`config.mk`:
```
export PLATFORM = sky130hd
export DESIGN_NAME = protection_fet_action_map
export DESIGN_NICKNAME = d
export VERILOG_FILES = /design/src/hdl/prot_map_pkg.sv /design/src/hdl/fault_arm_gate.sv /design/src/hdl/switch_action_map.sv /design/src/hdl/protection_fet_action_map.sv
export SDC_FILE = /design/constraint.sdc
export NUM_CORES = 1
export LEC_CHECK = 0
export BUFFER_PORTS_ARGS = -buffer_cell sky130_fd_sc_hd__buf_2
export CORE_AREA = 3 3 209 129
export DETAILED_ROUTE_END_ITERATION = 12
export DIE_AREA = 0 0 212 132
export GPL_TIMING_DRIVEN = 0
export PLACE_DENSITY = 0.51
export SETUP_SLACK_MARGIN = 0.2
export SYNTH_ARGS = -nofsm -noshare
export SYNTH_HDL_FRONTEND = slang
export SYNTH_SLANG_ARGS = --single-unit
```
`constraint.sdc`:
```
create_clock -name MCLK -period 3.7 [get_ports MCLK]
set_input_delay 0.37 -clock MCLK [delete_from_list [all_inputs] [get_ports MCLK]]
set_output_delay 0.37 -clock MCLK [all_outputs]
set_load 0.01 [all_outputs]
```
`src/hdl/prot_map_pkg.sv`:
```
// constants and types shared by the protection switch action map
package prot_map_pkg;

	// ------------------------------------------------------------
	// register byte offsets
	// ------------------------------------------------------------
	localparam int ADDR_W = 6;
	localparam logic [ADDR_W-1:0] OFF_VC_ARM     = 6'h00;
	localparam logic [ADDR_W-1:0] OFF_TEMP_ARM   = 6'h04;
	localparam logic [ADDR_W-1:0] OFF_DSG_MASK   = 6'h08;
	localparam logic [ADDR_W-1:0] OFF_CHG_MASK   = 6'h0C;
	localparam logic [ADDR_W-1:0] OFF_BOTH_MASK  = 6'h10;
	localparam logic [ADDR_W-1:0] OFF_FLAGS      = 6'h14;
	localparam logic [ADDR_W-1:0] OFF_INT_STATUS = 6'h18;
	localparam logic [ADDR_W-1:0] OFF_INT_CLEAR  = 6'h1C;
	localparam logic [ADDR_W-1:0] OFF_INT_ENABLE = 6'h20;
	localparam logic [ADDR_W-1:0] OFF_SWITCH     = 6'h24;

	// ------------------------------------------------------------
	// reset values
	// ------------------------------------------------------------
	localparam logic [7:0] RST_VC_ARM    = 8'hA1;
	localparam logic [7:0] RST_TEMP_ARM  = 8'h00;
	localparam logic [7:0] RST_DSG_MASK  = 8'hFF;
	localparam logic [7:0] RST_CHG_MASK  = 8'hEF;
	localparam logic [7:0] RST_BOTH_MASK = 8'h06;

	// ------------------------------------------------------------
	// safety flag word: low byte follows the voltage/current arm
	// ------------------------------------------------------------
	localparam int FL_W = 16;
	typedef logic [FL_W-1:0] flag_vec_t;
	localparam int F_COV   = 7;
	localparam int F_CUV   = 6;
	localparam int F_SCD   = 5;
	localparam int F_DISCHARGE_OVERCURRENT_ONE  = 4;
	localparam int F_DISCHARGE_OVERCURRENT_TWO  = 3;
	localparam int F_OCC   = 2;
	localparam int F_CURL  = 1;
	localparam int F_REGCK = 0;
	localparam int F_INTERNAL_OVERTEMP = 9;
	localparam int F_UTC   = 10;
	localparam int F_UTD   = 11;
	localparam int F_OTC   = 12;
	localparam int F_OTD   = 13;
	localparam int F_GND   = 14;
	localparam int F_REF   = 15;

	// temperature arm field span within the temperature arm register
	localparam int TA_LO = 1;
	localparam int TA_HI = 5;

	// ------------------------------------------------------------
	// switch mask bit positions
	// ------------------------------------------------------------
	localparam int M_DSG_CUV = 7;
	localparam int M_DSG_SCD = 6;
	localparam int M_DSG_OD1 = 5;
	localparam int M_DSG_OD2 = 4;
	localparam int M_DSG_OTD = 2;
	localparam int M_DSG_UTD = 1;
	localparam int M_DSG_OTI = 0;
	localparam int M_CHG_COV = 7;
	localparam int M_CHG_SCD = 6;
	localparam int M_CHG_OCC = 5;
	localparam int M_CHG_OTC = 2;
	localparam int M_CHG_UTC = 1;
	localparam int M_CHG_OTI = 0;
	localparam int M_BOTH_REF = 2;
	localparam int M_BOTH_GND = 1;
	localparam int M_BOTH_REG = 0;

	// ------------------------------------------------------------
	// bus answers
	// ------------------------------------------------------------
	localparam logic [1:0] RESP_OKAY   = 2'h0;
	localparam logic [1:0] RESP_SLVERR = 2'h2;

	typedef enum logic [3:0] {
		RI_VC_ARM, RI_TEMP_ARM, RI_DSG_MASK, RI_CHG_MASK, RI_BOTH_MASK,
		RI_FLAGS, RI_INT_STATUS, RI_INT_CLEAR, RI_INT_ENABLE, RI_SWITCH,
		RI_NONE
	} reg_idx_t;

endpackage

```
`src/hdl/fault_arm_gate.sv`:
```
// registered gating of raw fault detections by their arming bits
module fault_arm_gate #(
	parameter int W = 16
) (
	// clock and reset
	input  wire logic         clk,
	input  wire logic         rst,
	// detections and arming
	input  wire logic [W-1:0] fault,
	input  wire logic [W-1:0] arm,
	// safety flags
	output logic      [W-1:0] flag
);

	genvar i;
	generate
		for (i = 0; i < W; i++) begin : g_bit
			always_ff @(posedge clk) begin
				if (rst) begin
					flag[i] <= 1'b0;
				end else begin
					flag[i] <= fault[i] & arm[i];
				end
			end
		end
	endgenerate

endmodule

```
`src/hdl/switch_action_map.sv`:
```
// routes safety flags through the three switch masks
module switch_action_map
	import prot_map_pkg::*;
(
	// clock and reset
	input  wire logic       clk,
	input  wire logic       rst,
	// flags and masks
	input  wire flag_vec_t  flag,
	input  wire logic [7:0] dsg_mask,
	input  wire logic [7:0] chg_mask,
	input  wire logic [7:0] both_mask,
	// switch off requests
	output logic            dsg_off,
	output logic            chg_off
);

	logic dsg_hit;
	logic chg_hit;
	logic both_hit;

	// only named mask bits are looked at; reserved ones stay inert
	assign dsg_hit = (flag[F_CUV]   & dsg_mask[M_DSG_CUV])
		| (flag[F_SCD]   & dsg_mask[M_DSG_SCD])
		| (flag[F_DISCHARGE_OVERCURRENT_ONE]  & dsg_mask[M_DSG_OD1])
		| (flag[F_DISCHARGE_OVERCURRENT_TWO]  & dsg_mask[M_DSG_OD2])
		| (flag[F_OTD]   & dsg_mask[M_DSG_OTD])
		| (flag[F_UTD]   & dsg_mask[M_DSG_UTD])
		| (flag[F_INTERNAL_OVERTEMP] & dsg_mask[M_DSG_OTI]);
	assign chg_hit = (flag[F_COV]   & chg_mask[M_CHG_COV])
		| (flag[F_SCD]   & chg_mask[M_CHG_SCD])
		| (flag[F_OCC]   & chg_mask[M_CHG_OCC])
		| (flag[F_OTC]   & chg_mask[M_CHG_OTC])
		| (flag[F_UTC]   & chg_mask[M_CHG_UTC])
		| (flag[F_INTERNAL_OVERTEMP] & chg_mask[M_CHG_OTI]);
	assign both_hit = (flag[F_REF] & both_mask[M_BOTH_REF])
		| (flag[F_GND]   & both_mask[M_BOTH_GND])
		| (flag[F_REGCK] & both_mask[M_BOTH_REG]);

	always_ff @(posedge clk) begin
		if (rst) begin
			dsg_off <= 1'b0;
			chg_off <= 1'b0;
		end else begin
			dsg_off <= dsg_hit | both_hit;
			chg_off <= chg_hit | both_hit;
		end
	end

endmodule

```
`src/hdl/protection_fet_action_map.sv`:
```
// protection arming, switch action masks and their register bank
// Function
// - armed protection sets its flag, unarmed never
// - temperature arm bits five down to one
// - three independent masks decide switch action
// - discharge mask layout, reset FF
// - set discharge bit turns discharge switch off
// - charge mask layout, reset EF
// - both-switch mask layout, reset 06
// - voltage/current arm layout, reset A1
module protection_fet_action_map
	import prot_map_pkg::*;
(
	// clock and reset
	input  wire logic              MCLK,
	input  wire logic              RESET,
	// write address channel
	input  wire logic [ADDR_W-1:0] S_AXI_AWADDR,
	input  wire logic [2:0]        S_AXI_AWPROT,
	input  wire logic              S_AXI_AWVALID,
	output logic                   S_AXI_AWREADY,
	// write data channel
	input  wire logic [31:0]       S_AXI_WDATA,
	input  wire logic [3:0]        S_AXI_WSTRB,
	input  wire logic              S_AXI_WVALID,
	output logic                   S_AXI_WREADY,
	// write response channel
	output logic [1:0]             S_AXI_BRESP,
	output logic                   S_AXI_BVALID,
	input  wire logic              S_AXI_BREADY,
	// read address channel
	input  wire logic [ADDR_W-1:0] S_AXI_ARADDR,
	input  wire logic [2:0]        S_AXI_ARPROT,
	input  wire logic              S_AXI_ARVALID,
	output logic                   S_AXI_ARREADY,
	// read data channel
	output logic [31:0]            S_AXI_RDATA,
	output logic [1:0]             S_AXI_RRESP,
	output logic                   S_AXI_RVALID,
	input  wire logic              S_AXI_RREADY,
	// fault detections, voltage and current
	input  wire logic              CELL_OVERVOLTAGE,
	input  wire logic              CELL_UNDERVOLTAGE,
	input  wire logic              SHORT_CIRCUIT,
	input  wire logic              DISCHARGE_OVERCURRENT_ONE,
	input  wire logic              DISCHARGE_OVERCURRENT_TWO,
	input  wire logic              CHARGE_OVERCURRENT,
	input  wire logic              CURRENT_LATCH,
	input  wire logic              REGULATOR_OUTPUT_CHECK,
	// fault detections, temperature
	input  wire logic              DISCHARGE_OVERTEMP,
	input  wire logic              CHARGE_OVERTEMP,
	input  wire logic              DISCHARGE_UNDERTEMP,
	input  wire logic              CHARGE_UNDERTEMP,
	input  wire logic              INTERNAL_OVERTEMP,
	// fault detections, diagnostics
	input  wire logic              REFERENCE_DIAG,
	input  wire logic              GROUND_DIAG,
	// safety flags and switch control
	output flag_vec_t              SAFETY_FLAGS,
	output logic                   DISCHARGE_SWITCH_OFF,
	output logic                   CHARGE_SWITCH_OFF,
	// interrupt
	output logic                   IRQ
);

	import prot_map_pkg::*;

	// ------------------------------------------------------------
	// address decode
	// ------------------------------------------------------------
	function automatic reg_idx_t reg_sel(input logic [ADDR_W-1:0] a);
		case (a)
			OFF_VC_ARM:     reg_sel = RI_VC_ARM;
			OFF_TEMP_ARM:   reg_sel = RI_TEMP_ARM;
			OFF_DSG_MASK:   reg_sel = RI_DSG_MASK;
			OFF_CHG_MASK:   reg_sel = RI_CHG_MASK;
			OFF_BOTH_MASK:  reg_sel = RI_BOTH_MASK;
			OFF_FLAGS:      reg_sel = RI_FLAGS;
			OFF_INT_STATUS: reg_sel = RI_INT_STATUS;
			OFF_INT_CLEAR:  reg_sel = RI_INT_CLEAR;
			OFF_INT_ENABLE: reg_sel = RI_INT_ENABLE;
			OFF_SWITCH:     reg_sel = RI_SWITCH;
			default:        reg_sel = RI_NONE;
		endcase
	endfunction

	// ------------------------------------------------------------
	// declarations
	// ------------------------------------------------------------
	logic              aw_held_q;
	logic [ADDR_W-1:0] awaddr_q;
	logic              w_held_q;
	logic [31:0]       wdata_q;
	logic [3:0]        wstrb_q;
	logic              bvalid_q;
	logic [1:0]        bresp_q;
	logic              rvalid_q;
	logic [1:0]        rresp_q;
	logic [31:0]       rdata_q;
	logic [31:0]       rdata_d;
	logic [1:0]        rresp_d;
	logic              do_write;
	logic              do_read;
	reg_idx_t          wsel;
	reg_idx_t          rsel;
	logic              lo_en;
	logic              hi_en;

	logic [7:0]        vc_arm_q;
	logic [7:0]        temp_arm_q;
	logic [7:0]        dsg_mask_q;
	logic [7:0]        chg_mask_q;
	logic [7:0]        both_mask_q;
	flag_vec_t         int_en_q;
	flag_vec_t         int_stat_q;
	flag_vec_t         int_clr;
	logic              irq_q;

	flag_vec_t         fault_vec;
	flag_vec_t         arm_vec;
	flag_vec_t         flags;
	logic              dsg_off;
	logic              chg_off;

	// ------------------------------------------------------------
	// write channels
	// ------------------------------------------------------------
	// address and data are caught independently and joined later
	assign S_AXI_AWREADY = !aw_held_q;
	assign S_AXI_WREADY  = !w_held_q;
	assign do_write      = aw_held_q && w_held_q && !bvalid_q;
	assign wsel          = reg_sel(awaddr_q);
	assign lo_en         = do_write && wstrb_q[0];
	assign hi_en         = do_write && wstrb_q[1];

	always_ff @(posedge MCLK) begin
		if (RESET) begin
			aw_held_q <= 1'b0;
			awaddr_q  <= '0;
		end else if (S_AXI_AWVALID && !aw_held_q) begin
			aw_held_q <= 1'b1;
			awaddr_q  <= S_AXI_AWADDR;
		end else if (do_write) begin
			aw_held_q <= 1'b0;
		end
	end

	always_ff @(posedge MCLK) begin
		if (RESET) begin
			w_held_q <= 1'b0;
			wdata_q  <= '0;
			wstrb_q  <= '0;
		end else if (S_AXI_WVALID && !w_held_q) begin
			w_held_q <= 1'b1;
			wdata_q  <= S_AXI_WDATA;
			wstrb_q  <= S_AXI_WSTRB;
		end else if (do_write) begin
			w_held_q <= 1'b0;
		end
	end

	always_ff @(posedge MCLK) begin
		if (RESET) begin
			bvalid_q <= 1'b0;
			bresp_q  <= RESP_OKAY;
		end else if (do_write) begin
			bvalid_q <= 1'b1;
			bresp_q  <= (wsel == RI_NONE) ? RESP_SLVERR : RESP_OKAY;
		end else if (S_AXI_BREADY) begin
			bvalid_q <= 1'b0;
		end
	end

	assign S_AXI_BVALID = bvalid_q;
	assign S_AXI_BRESP  = bresp_q;

	// ------------------------------------------------------------
	// configuration registers
	// ------------------------------------------------------------
	// all eight bits are stored; reserved bits read back as written
	// and are simply never routed into the switch logic
	always_ff @(posedge MCLK) begin
		if (RESET) begin
			vc_arm_q <= RST_VC_ARM;
		end else if (lo_en && wsel == RI_VC_ARM) begin
			vc_arm_q <= wdata_q[7:0];
		end
	end

	always_ff @(posedge MCLK) begin
		if (RESET) begin
			temp_arm_q <= RST_TEMP_ARM;
		end else if (lo_en && wsel == RI_TEMP_ARM) begin
			temp_arm_q <= wdata_q[7:0];
		end
	end

	always_ff @(posedge MCLK) begin
		if (RESET) begin
			dsg_mask_q <= RST_DSG_MASK;
		end else if (lo_en && wsel == RI_DSG_MASK) begin
			dsg_mask_q <= wdata_q[7:0];
		end
	end

	always_ff @(posedge MCLK) begin
		if (RESET) begin
			chg_mask_q <= RST_CHG_MASK;
		end else if (lo_en && wsel == RI_CHG_MASK) begin
			chg_mask_q <= wdata_q[7:0];
		end
	end

	always_ff @(posedge MCLK) begin
		if (RESET) begin
			both_mask_q <= RST_BOTH_MASK;
		end else if (lo_en && wsel == RI_BOTH_MASK) begin
			both_mask_q <= wdata_q[7:0];
		end
	end

	always_ff @(posedge MCLK) begin
		if (RESET) begin
			int_en_q <= '0;
		end else if (do_write && wsel == RI_INT_ENABLE) begin
			if (wstrb_q[0]) begin
				int_en_q[7:0] <= wdata_q[7:0];
			end
			if (wstrb_q[1]) begin
				int_en_q[15:8] <= wdata_q[15:8];
			end
		end
	end

	// ------------------------------------------------------------
	// fault arming
	// ------------------------------------------------------------
	assign fault_vec[F_COV]   = CELL_OVERVOLTAGE;
	assign fault_vec[F_CUV]   = CELL_UNDERVOLTAGE;
	assign fault_vec[F_SCD]   = SHORT_CIRCUIT;
	assign fault_vec[F_DISCHARGE_OVERCURRENT_ONE]  = DISCHARGE_OVERCURRENT_ONE;
	assign fault_vec[F_DISCHARGE_OVERCURRENT_TWO]  = DISCHARGE_OVERCURRENT_TWO;
	assign fault_vec[F_OCC]   = CHARGE_OVERCURRENT;
	assign fault_vec[F_CURL]  = CURRENT_LATCH;
	assign fault_vec[F_REGCK] = REGULATOR_OUTPUT_CHECK;
	assign fault_vec[8]       = 1'b0;
	assign fault_vec[F_INTERNAL_OVERTEMP] = INTERNAL_OVERTEMP;
	assign fault_vec[F_UTC]   = CHARGE_UNDERTEMP;
	assign fault_vec[F_UTD]   = DISCHARGE_UNDERTEMP;
	assign fault_vec[F_OTC]   = CHARGE_OVERTEMP;
	assign fault_vec[F_OTD]   = DISCHARGE_OVERTEMP;
	assign fault_vec[F_GND]   = GROUND_DIAG;
	assign fault_vec[F_REF]   = REFERENCE_DIAG;

	// the diagnostics carry no arming bit and are always live;
	// reserved temperature arm bits are dropped here
	assign arm_vec[7:0]       = vc_arm_q;
	assign arm_vec[8]         = 1'b0;
	assign arm_vec[F_OTD:F_INTERNAL_OVERTEMP] = temp_arm_q[TA_HI:TA_LO];
	assign arm_vec[F_GND]     = 1'b1;
	assign arm_vec[F_REF]     = 1'b1;

	fault_arm_gate #(
		.W     (FL_W)
	) u_arm (
		.clk   (MCLK),
		.rst   (RESET),
		.fault (fault_vec),
		.arm   (arm_vec),
		.flag  (flags)
	);

	// ------------------------------------------------------------
	// switch action
	// ------------------------------------------------------------
	// masks act on flags only, so arming and action stay separate
	switch_action_map u_map (
		.clk       (MCLK),
		.rst       (RESET),
		.flag      (flags),
		.dsg_mask  (dsg_mask_q),
		.chg_mask  (chg_mask_q),
		.both_mask (both_mask_q),
		.dsg_off   (dsg_off),
		.chg_off   (chg_off)
	);

	assign SAFETY_FLAGS         = flags;
	assign DISCHARGE_SWITCH_OFF = dsg_off;
	assign CHARGE_SWITCH_OFF    = chg_off;

	// ------------------------------------------------------------
	// interrupt status
	// ------------------------------------------------------------
	always_comb begin
		int_clr = '0;
		if (do_write && wsel == RI_INT_CLEAR) begin
			if (wstrb_q[0]) begin
				int_clr[7:0] = wdata_q[7:0];
			end
			if (hi_en) begin
				int_clr[15:8] = wdata_q[15:8];
			end
		end
	end

	// a flag raised in the clearing cycle keeps its status bit
	always_ff @(posedge MCLK) begin
		if (RESET) begin
			int_stat_q <= '0;
		end else begin
			int_stat_q <= (int_stat_q & ~int_clr) | flags;
		end
	end

	always_ff @(posedge MCLK) begin
		if (RESET) begin
			irq_q <= 1'b0;
		end else begin
			irq_q <= |(int_stat_q & int_en_q);
		end
	end

	assign IRQ = irq_q;

	// ------------------------------------------------------------
	// read channels
	// ------------------------------------------------------------
	assign S_AXI_ARREADY = !rvalid_q;
	assign do_read       = S_AXI_ARVALID && !rvalid_q;
	assign rsel          = reg_sel(S_AXI_ARADDR);

	always_comb begin
		rdata_d = '0;
		rresp_d = RESP_OKAY;
		case (rsel)
			RI_VC_ARM:     rdata_d[7:0] = vc_arm_q;
			RI_TEMP_ARM:   rdata_d[7:0] = temp_arm_q;
			RI_DSG_MASK:   rdata_d[7:0] = dsg_mask_q;
			RI_CHG_MASK:   rdata_d[7:0] = chg_mask_q;
			RI_BOTH_MASK:  rdata_d[7:0] = both_mask_q;
			RI_FLAGS:      rdata_d[FL_W-1:0] = flags;
			RI_INT_STATUS: rdata_d[FL_W-1:0] = int_stat_q;
			RI_INT_ENABLE: rdata_d[FL_W-1:0] = int_en_q;
			RI_SWITCH:     rdata_d[1:0] = {chg_off, dsg_off};
			RI_INT_CLEAR:  rdata_d = '0;
			default:       rresp_d = RESP_SLVERR;
		endcase
	end

	always_ff @(posedge MCLK) begin
		if (RESET) begin
			rvalid_q <= 1'b0;
			rdata_q  <= '0;
			rresp_q  <= RESP_OKAY;
		end else if (do_read) begin
			rvalid_q <= 1'b1;
			rdata_q  <= rdata_d;
			rresp_q  <= rresp_d;
		end else if (S_AXI_RREADY) begin
			rvalid_q <= 1'b0;
		end
	end

	assign S_AXI_RVALID = rvalid_q;
	assign S_AXI_RDATA  = rdata_q;
	assign S_AXI_RRESP  = rresp_q;

endmodule

```
==> results.yml, run 1 <==
setup_path:
  reg2reg_depth: 5
  cp_data_arrival_time_ps: 2820
  reg2reg_slack_ps: 1230
  r2r_end: "int_stat_q[13]"
  cp_max_fo: 10
  rr_startpoint: "awaddr_q[0]"
  worstSetupStartpointType: "input port"
  worst-setup-path-type: "in -> reg"
  crit_required_ps: 4020
  critPathCaptureType: "register"
clock_network:
  clock_path_buffers: 2
  insertion_delay_ps: 420
  cts_tree: "yes"
  post_cts_buffers: 0
  cts_root_buf: "clkbuf_16"
  cts_hold_buf: 0
  clock_sink_count: 136
  cts_buffers: 17
  cts-resized-gates: 0
  path_clk_slew_ps: 60
  cts_htree_levels: 4
sta:
  setup_viol: 0
  tightest_slew_ps: 1020
  holdWs_ps: 161
  finalMaxSlewViolations: 0
  slew_headroom: 0.312
  finalCritPeriodShare: 0.677
  min_period_ps: 2510
  setup_tns_ps: 0
  fin_skew_ps: 9.07
  hold_violations: 0
  rsz0062_at_grt: "no"
  max_freq_mhz: 399
worst_hold_path:
  holdPathEnd: "u_arm.flag[2]"
  hold_depth: 3
  hold_class: "in -> reg"
  hp-start: "CHARGE_OVERCURRENT"
logic_synthesis:
  async_reset_ff_frac: 0
  syn_area_um2: 5790
  yosys_warnings: 0
  synth_cells: 643
  synth_fa_ha_area_frac: 0
  synth-simple-area-share: 0.198
  synth_seq_area_share: 0.470
  synth_mux_area_frac: 0.0923
  avgSynthCellArea_um2: 9.00
  synth_top_family_by_area: "simple AND/OR/NAND/NOR gates"
  ys_seq_elements: 136
  synth-edff-count: 0
  yosysUniqueCellTypes: 51
  synth_compound_area_frac: 0.176
  synth_xor_area_frac: 0
  synthFlopType: "dfxtp_1"
finish:
  final_core_util: 0.291
  multiInputGateArea_um2: 2770
  num_antenna_cells: 0
  area_growth_pct: 26.4
  regArea_um2: 2720
  finalNonFillerCells: 1112
  nets: 846
  fill_cells: 2709
  drive_gt1_frac: 0.211
grt:
  grt_pass1_vias: 5000
  antenna_found_initial: 0
  grt_pass1_wl_um: 32700
  grt_util_all_layers: 0.159
  grt_max_degree: 17
  overflow: 0
placed_design:
  dp.cells: 1080
  port_buffers: 90
  gp_congestion: 0.943
  post-dp-hpwl_um: 17000
pwr:
  pwr_density_cell_nw_per_um2: 485
  ir_worst_vdd_mv: 0.271
  leakagePower_nw: 3.04
floorplanning:
  die_area_um2: 28000
  rows: 45
  core_um2: 25200
  fp.dieH_um: 132
  chipWidth_um: 212
  io_pins: 136
  initial_core_util: 0.230
routing:
  avgViaCountPerCell: 4.83
  antenna_left: 0
  num_vias: 5374
  drt_iter0_drc: 478
  drc_errors: 0
  drt-total-wl_um: 22400
  drt_pass1_iterations: 5
  route.detailed.wl_per_inst_um: 20.1
run_status:
  status: "completed"
run:
  maxCapViolCount: 0
[per-stage QoR]
step           setup slack (ps)  power, W  area [um2]
6_report                   1190   0.00355        7310
5_1_grt                    1000   0.00366        7310
4_1_cts                    1220   0.00357        7310
3_5_place_dp                902   0.00181        6720
3_3_place_gp                898   0.00181        6720
2_1_floorplan              1730   0.00170        5850
[cell usage in the layout, fill, tap and decap left out, types with 8 or more instances in the layout]
master,count
a21oi_1,44
a221oi_1,11
a22oi_1,24
a31oi_1,8
buf_2,95
buf_4,20
clkbuf_1,21
clkbuf_16,17
conb_1,19
dfxtp_1,136
inv_1,19
mux2i_1,50
nand2_1,63
nor2_1,96
nor3_1,37
nor4b_1,8
[where the power goes]
part | internal (W) | total [W] | switching [W]
clock network | 0.00108 | 0.00176 | 0.000682
registers | 0.00150 | 0.00154 | 0.0000442
logic | 0.0000911 | 0.000245 | 0.000154
[synthesized netlist by cell type (all sizes together), types with 2 or more instances]
master | n | area share
a211o | 6 | 0.0091
a21boi | 7 | 0.0091
a21o | 6 | 0.0078
a21oi | 44 | 0.038
a221oi | 18 | 0.035
a222oi | 2 | 0.0035
a22o | 4 | 0.0061
a22oi | 24 | 0.031
a311oi | 7 | 0.011
a31oi | 8 | 0.0086
and3 | 2 | 0.0022
buf | 34 | 0.039
clkbuf | 18 | 0.012
dfxtp | 136 | 0.47
inv | 19 | 0.012
mux2i | 50 | 0.086
nand2 | 63 | 0.041
nand2b | 7 | 0.0076
nand3 | 3 | 0.0026
nand3b | 2 | 0.0026
nand4 | 4 | 0.0043
nor2 | 98 | 0.064
nor2b | 6 | 0.0065
nor3 | 38 | 0.034
nor3b | 2 | 0.0054
nor4 | 3 | 0.0043
nor4b | 8 | 0.012
o21ai | 6 | 0.0052
o31ai | 3 | 0.0063
or3 | 2 | 0.0022
or4b | 2 | 0.0035
[metal layers]
layer  wire length (um)  global-route usage  vias to the layer above
met2               8010               0.191                      256
li1                   -                   -                     2521
met3               2340              0.0685                       20
met5                  0                   0                        -
met4                251              0.0305                        0
met1              11800               0.251                     2577
[cells by family after synthesis]
kind of cell    after synthesis
buf+inv                      71
flops                       136
simple gates                244
other cells                   1
compound gates              139
mux                          52
[worst max-delay path, cell delays in order]
cell and delay, ps:
buf_2 110, clkbuf_1 600, clkbuf_1 540, o21ai_0 180, a21oi_1 180, nand2b_1 390, a31oi_1 220, a21o_1 220
[how the worst max path moves through the flow]
stage / startpoint / to / cells after the start
finish: S_AXI_ARADDR[5] / S_AXI_RDATA[6] / 8
global route: awaddr_q[0] / int_stat_q[10] / 5
global placement: S_AXI_ARADDR[5] / S_AXI_RDATA[6] / 8
CTS: awaddr_q[0] / int_stat_q[12] / 5
floorplan: S_AXI_ARADDR[2] / S_AXI_RDATA[10] / 6
detailed placement: S_AXI_ARADDR[5] / S_AXI_RDATA[2] / 8
[state kept, by name (all words and copies together) (netlist names), 6 cells and up]
name	count
S_AXI_RDATA	16
int_en_q	16
int_stat_q	16
wdata_q	16
u_arm.flag	15
both_mask_q	8
chg_mask_q	8
dsg_mask_q	8
temp_arm_q	8
vc_arm_q	8
awaddr_q	6
[cell type report]
| class | instances | area share |
|---|---|---|
| buffer | 52 | 0.0399 |
| clock buffer | 21 | 0.0616 |
| clock inverter | 11 | 0.0202 |
| inverter | 19 | 0.00975 |
| multi-input combinational | 454 | 0.379 |
| sequential | 136 | 0.372 |
| tap | 329 | 0.0563 |
| timing repair buffer | 90 | 0.0616 |
No activity file was read; power rests on OpenSTA's default activity.
==> run 2, diff against run 1 <==
==> constraint.sdc (replaced) <==
create_clock -name MCLK -period 2.5 [get_ports MCLK]
set_input_delay 0.25 -clock MCLK [delete_from_list [all_inputs] [get_ports MCLK]]
set_output_delay 0.25 -clock MCLK [all_outputs]
set_load 0.01 [all_outputs]
==> results.yml, run 2 (synthesized netlist as in run 1, its figures left out) <==
run_status:
  status: "completed"
sta:
  finalCritPeriodShare: 0.927
  rsz0062_at_grt: "yes"
  min_period_ps: 2320
  holdWs_ps: 39.1
  slew_headroom: 0.271
  max_freq_mhz: 431
  finalMaxSlewViolations: 0
  tightest_slew_ps: 1080
  hold_violations: 0
  setup_viol: 0
  fin_skew_ps: 10.6
floorplanning:
  core_um2: 25200
  rows: 45
  initial_core_util: 0.230
  io_pins: 136
  fp.dieH_um: 132
  die_area_um2: 28000
  chipWidth_um: 212
pwr:
  ir_worst_vdd_mv: 0.400
  seqPwrFrac: 0.435
  power_switching_w: 0.00130
  pwr_density_cell_nw_per_um2: 712
  leakagePower_nw: 3.07
  pwr-share-comb: 0.070
  p_sw_frac: 0.247
  clkPwrFrac: 0.496
  intPower_w: 0.00395
setup_path:
  worstSetupStartpointType: "input port"
  crit_start: "S_AXI_ARADDR[3]"
  crit_path_frequent_cell: "buf_2"
  cp_max_fo: 10
  reg2reg_depth: 6
  crit_required_ps: 2870
  worst-setup-path-type: "in -> reg"
  cp_data_arrival_time_ps: 2680
  slowest_delay_ps: 670
  reg2reg_slack_ps: 290
  crit_chain: "buf_2 > buf_2 > or4b_1 > nor2_2 > buf_4 > a22oi_1 > a31oi_1 > a21o_1"
  rr_startpoint: "awaddr_q[0]"
  cp_slowest_cell: "or4b_1"
  critPathCaptureType: "register"
  r2r_end: "dsg_mask_q[5]"
finish:
  nets: 850
  layout_commonest_cell: "dfxtp_1"
  drive_gt1_frac: 0.219
  multiInputGateArea_um2: 2790
  final_core_util: 0.293
  mostFrequentLayoutCells: "136 x dfxtp_1, 95 x nor2_1, 95 x buf_2, 63 x nand2_1, 50 x mux2i_1"
  fill_cells: 2707
  num_antenna_cells: 0
  regArea_um2: 2720
  area_growth_pct: 27.3
  fin_area_um2: 7370
placed_design:
  gp_congestion: 0.943
  port_buffers: 90
  post-dp-hpwl_um: 17000
  place_area_um2: 6720
clock_network:
  clock_path_buffers: 2
  cts_htree_levels: 4
  clock_sink_count: 136
  insertion_delay_ps: 430
  cts_buffers: 17
  cts_tree: "yes"
  path_clk_slew_ps: 60
  cts_hold_buf: 0
  cts_root_buf: "clkbuf_16"
routing:
  antenna_left: 0
  drt_iter0_drc: 472
  route.detailed.wl_per_inst_um: 20.2
  num_vias: 5391
  avgViaCountPerCell: 4.83
  drt_pass1_iterations: 5
  drt-total-wl_um: 22500
  drc_errors: 0
run:
  maxCapViolCount: 0
worst_hold_path:
  hp-start: "CHARGE_OVERCURRENT"
  holdPathEnd: "u_arm.flag[2]"
  hold_depth: 3
  hold_class: "in -> reg"
grt:
  grt_util_all_layers: 0.159
  grt_pass1_vias: 4999
  antenna_found_initial: 0
  grt_pass1_wl_um: 32700
  grt_max_degree: 17
  overflow: 0
[run 2: cell type report]
class                      instances  share of cell area
tap                              329              0.0559
clock buffer                      21              0.0612
inverter                          19             0.00968
timing repair buffer              94              0.0652
sequential                       136               0.370
multi-input combinational        454               0.379
buffer                            52              0.0397
clock inverter                    11              0.0200
[run 2: stage by stage]
step / std cells / setup TNS, ps / power [W] / worst slack [ps]
4_1_cts: 1112 / 0 / 0.00528 / 203
5_1_grt: 1116 / 0 / 0.00543 / 104
3_5_place_dp: 1080 / -789 / 0.00268 / -178
2_1_floorplan: 661 / 0 / 0.00251 / 647
6_report: 1116 / 0 / 0.00524 / 182
3_3_place_gp: 1080 / -802 / 0.00268 / -182
[run 2: critical path: cells and delay by family]
kind | cells | cell delay, ps
buffers and inverters | 3 | 580
AO/OA/AOI/OAI | 3 | 770
AND/OR/NAND/NOR | 2 | 1080
[run 2: power by group through the flow]
stage               registers, W  clock network [W]  logic [W]
CTS                      0.00227            0.00264   0.000361
floorplan                0.00230                  0   0.000213
global route             0.00228            0.00275   0.000398
global placement         0.00232                  0   0.000357
finish                   0.00228            0.00260   0.000365
detailed placement       0.00232                  0   0.000359
[run 2: timing repair]
action	CTS	global route
endpoints found under the hold margin	0	0
setup endpoints to repair	7	42
pin swaps	0	4
gates resized for setup	2	4
setup buffers	0	4
[run 2: how the worst max path moves through the flow]
stage	cells after the start	end
2_1_floorplan	6	S_AXI_RDATA[10]
3_3_place_gp	8	S_AXI_RDATA[6]
3_5_place_dp	8	S_AXI_RDATA[2]
4_1_cts	5	temp_arm_q[1]
5_1_grt	6	vc_arm_q[7]
6_report	8	S_AXI_RDATA[7]
[run 2: per-layer routing]
metal  up-vias  GRT usage  share of wire
li1       2529          -              -
met1      2582      0.252           0.52
met2       260      0.191           0.36
met3        20     0.0685           0.11
met4         0     0.0305          0.011
met5         -          0              0
==> run 3, diff against run 2 <==
--- a/config.mk
+++ b/config.mk
@@ -11,7 +11,7 @@
 export DIE_AREA = 0 0 212 132
 export GPL_TIMING_DRIVEN = 0
 export PLACE_DENSITY = 0.51
-export SETUP_SLACK_MARGIN = 0.2
+export SETUP_SLACK_MARGIN = 0.15
 export SYNTH_ARGS = -nofsm -noshare
 export SYNTH_HDL_FRONTEND = slang
 export SYNTH_SLANG_ARGS = --single-unit
==> results.yml, run 3 (synthesized netlist as in run 1, its figures left out) <==
run_status:
  status: "completed"
floorplanning:
  fp.dieH_um: 132
  rows: 45
  chipWidth_um: 212
  initial_core_util: 0.230
  io_pins: 136
  core_um2: 25200
  die_area_um2: 28000
finish:
  multiInputGateArea_um2: 2790
  regArea_um2: 2720
  num_antenna_cells: 0
  drive_gt1_frac: 0.219
  fill_cells: 2707
  area_growth_pct: 27.3
  mostFrequentLayoutCells: "136 x dfxtp_1, 95 x nor2_1, 95 x buf_2, 63 x nand2_1, 50 x mux2i_1"
  layout_commonest_cell: "dfxtp_1"
  nets: 850
setup_path:
  cp_data_arrival_time_ps: 2710
  cp_max_fo: 10
  cp_slowest_cell: "or4b_1"
  reg2reg_slack_ps: 290
  cp_top_family: "simple AND/OR/NAND/NOR gates"
  slowest_delay_ps: 670
  crit_chain: "buf_2 > buf_2 > or4b_1 > nor2_2 > buf_4 > a22oi_1 > a31oi_1 > a21o_1"
  rr_startpoint: "awaddr_q[0]"
  critPathCaptureType: "register"
  crit_required_ps: 2870
  r2r_end: "dsg_mask_q[5]"
  crit_buf_inv: 3
  worst-setup-path-type: "in -> reg"
  worstSetupStartpointType: "input port"
  reg2reg_depth: 6
  crit_path_frequent_cell: "buf_2"
routing:
  antenna_left: 0
  avgViaCountPerCell: 4.84
  routed-wl-met3_um: 2540
  route.detailed.wl_per_inst_um: 20.1
  route.layer.met1.wl_um: 11500
  drc_errors: 0
  num_vias: 5402
  drt_iter0_drc: 460
  drt-total-wl_um: 22500
  routed-wl-met2_um: 8110
  drt_pass1_iterations: 5
  top_layer: "met4"
grt:
  grt_max_degree: 17
  grt_util_all_layers: 0.159
  grt_pass1_wl_um: 32700
  overflow: 0
  grt_pass1_vias: 5000
  antenna_found_initial: 0
sta:
  fin_skew_ps: 8.70
  finalCritPeriodShare: 0.940
  setup_viol: 0
  finalMaxSlewViolations: 0
  max_freq_mhz: 426
  rsz0062_at_grt: "yes"
  slew_headroom: 0.283
  hold_violations: 0
  min_period_ps: 2350
  tightest_slew_ps: 1070
  setup_tns_ps: 0
placed_design:
  post-dp-hpwl_um: 17000
  port_buffers: 90
  gp_congestion: 0.943
pwr:
  pwr-share-comb: 0.070
  pwr_density_cell_nw_per_um2: 712
  p_sw_frac: 0.247
  intPower_w: 0.00395
  ir_worst_vdd_mv: 0.400
  power_switching_w: 0.00129
  p_total_w: 0.00524
  leakagePower_nw: 3.07
  seqPwrFrac: 0.435
  clkPwrFrac: 0.496
clock_network:
  clock_path_buffers: 2
  cts_root_buf: "clkbuf_16"
  cts_hold_buf: 0
  clock_sink_count: 136
  cts_htree_levels: 4
  cts_tree: "yes"
  cts_buffers: 17
  path_clk_slew_ps: 60
  insertion_delay_ps: 420
run:
  maxCapViolCount: 0
worst_hold_path:
  hold_depth: 3
  hp-start: "CHARGE_OVERCURRENT"
  hold_class: "in -> reg"
  holdPathEnd: "u_arm.flag[2]"
[run 3: cell counts in the layout (fill, tap and decap cells not counted)]
Identical to the previous run, type by type.
[run 3: what timing repair did]
action,4_1_cts,5_1_grt
setup buffers,0,4
resized for setup,1,5
setup endpoints to repair,7,37
pin swaps,0,4
[run 3: layout make-up]
type | instances | share of cell area
clock inverters | 11 | 0.0200
repair buffers | 94 | 0.0652
clock buffers | 21 | 0.0612
inverters | 19 | 0.00968
multi-input cells | 454 | 0.379
well taps | 329 | 0.0559
flip-flops and latches | 136 | 0.370
plain buffers | 52 | 0.0397
[run 3: through the flow]
step / instance area, um2 / setup WS (ps) / std cells / utilization / hold WS (ps)
finish: 7370 / 151 / 1116 / 0.293 / 39.1
detailed placement: 6720 / -178 / 1080 / 0.267 / 436
CTS: 7320 / 188 / 1112 / 0.291 / 29.6
floorplan: 5850 / 647 / 661 / - / 371
global route: 7370 / 104 / 1116 / 0.293 / 38.0
global placement: 6720 / -182 / 1080 / 0.267 / 429
[run 3: worst max path at each step]
stage | from | endpoint | slack [ps] | cells after the start
6_report | S_AXI_ARADDR[3] | S_AXI_RDATA[7] | 150 | 8
5_1_grt | awaddr_q[4] | vc_arm_q[7] | 100 | 6
3_5_place_dp | S_AXI_ARADDR[5] | S_AXI_RDATA[2] | -180 | 8
2_1_floorplan | S_AXI_ARADDR[2] | S_AXI_RDATA[10] | 650 | 6
3_3_place_gp | S_AXI_ARADDR[5] | S_AXI_RDATA[6] | -180 | 8
4_1_cts | awaddr_q[0] | int_stat_q[12] | 190 | 5
[run 3: layer usage]
layer	vias up	track usage
li1	2528	-
met1	2576	0.251
met2	276	0.191
met3	22	0.0685
met4	0	0.0305
met5	-	0
[run 3: power by group through the flow]
stage	combinational (W)	sequential, W	clock, W
2_1_floorplan	0.000213	0.00230	0
3_3_place_gp	0.000357	0.00232	0
3_5_place_dp	0.000359	0.00232	0
4_1_cts	0.000360	0.00227	0.00264
5_1_grt	0.000398	0.00228	0.00275
6_report	0.000364	0.00228	0.00260
[run 3: worst register-to-register path, cell delays in order (launching register included)]
cell,delay (ps)
dfxtp_1,320
or3_1,390
or3_1,430
nor3b_4,430
buf_2,330
nor3_1,70
a21oi_1,160
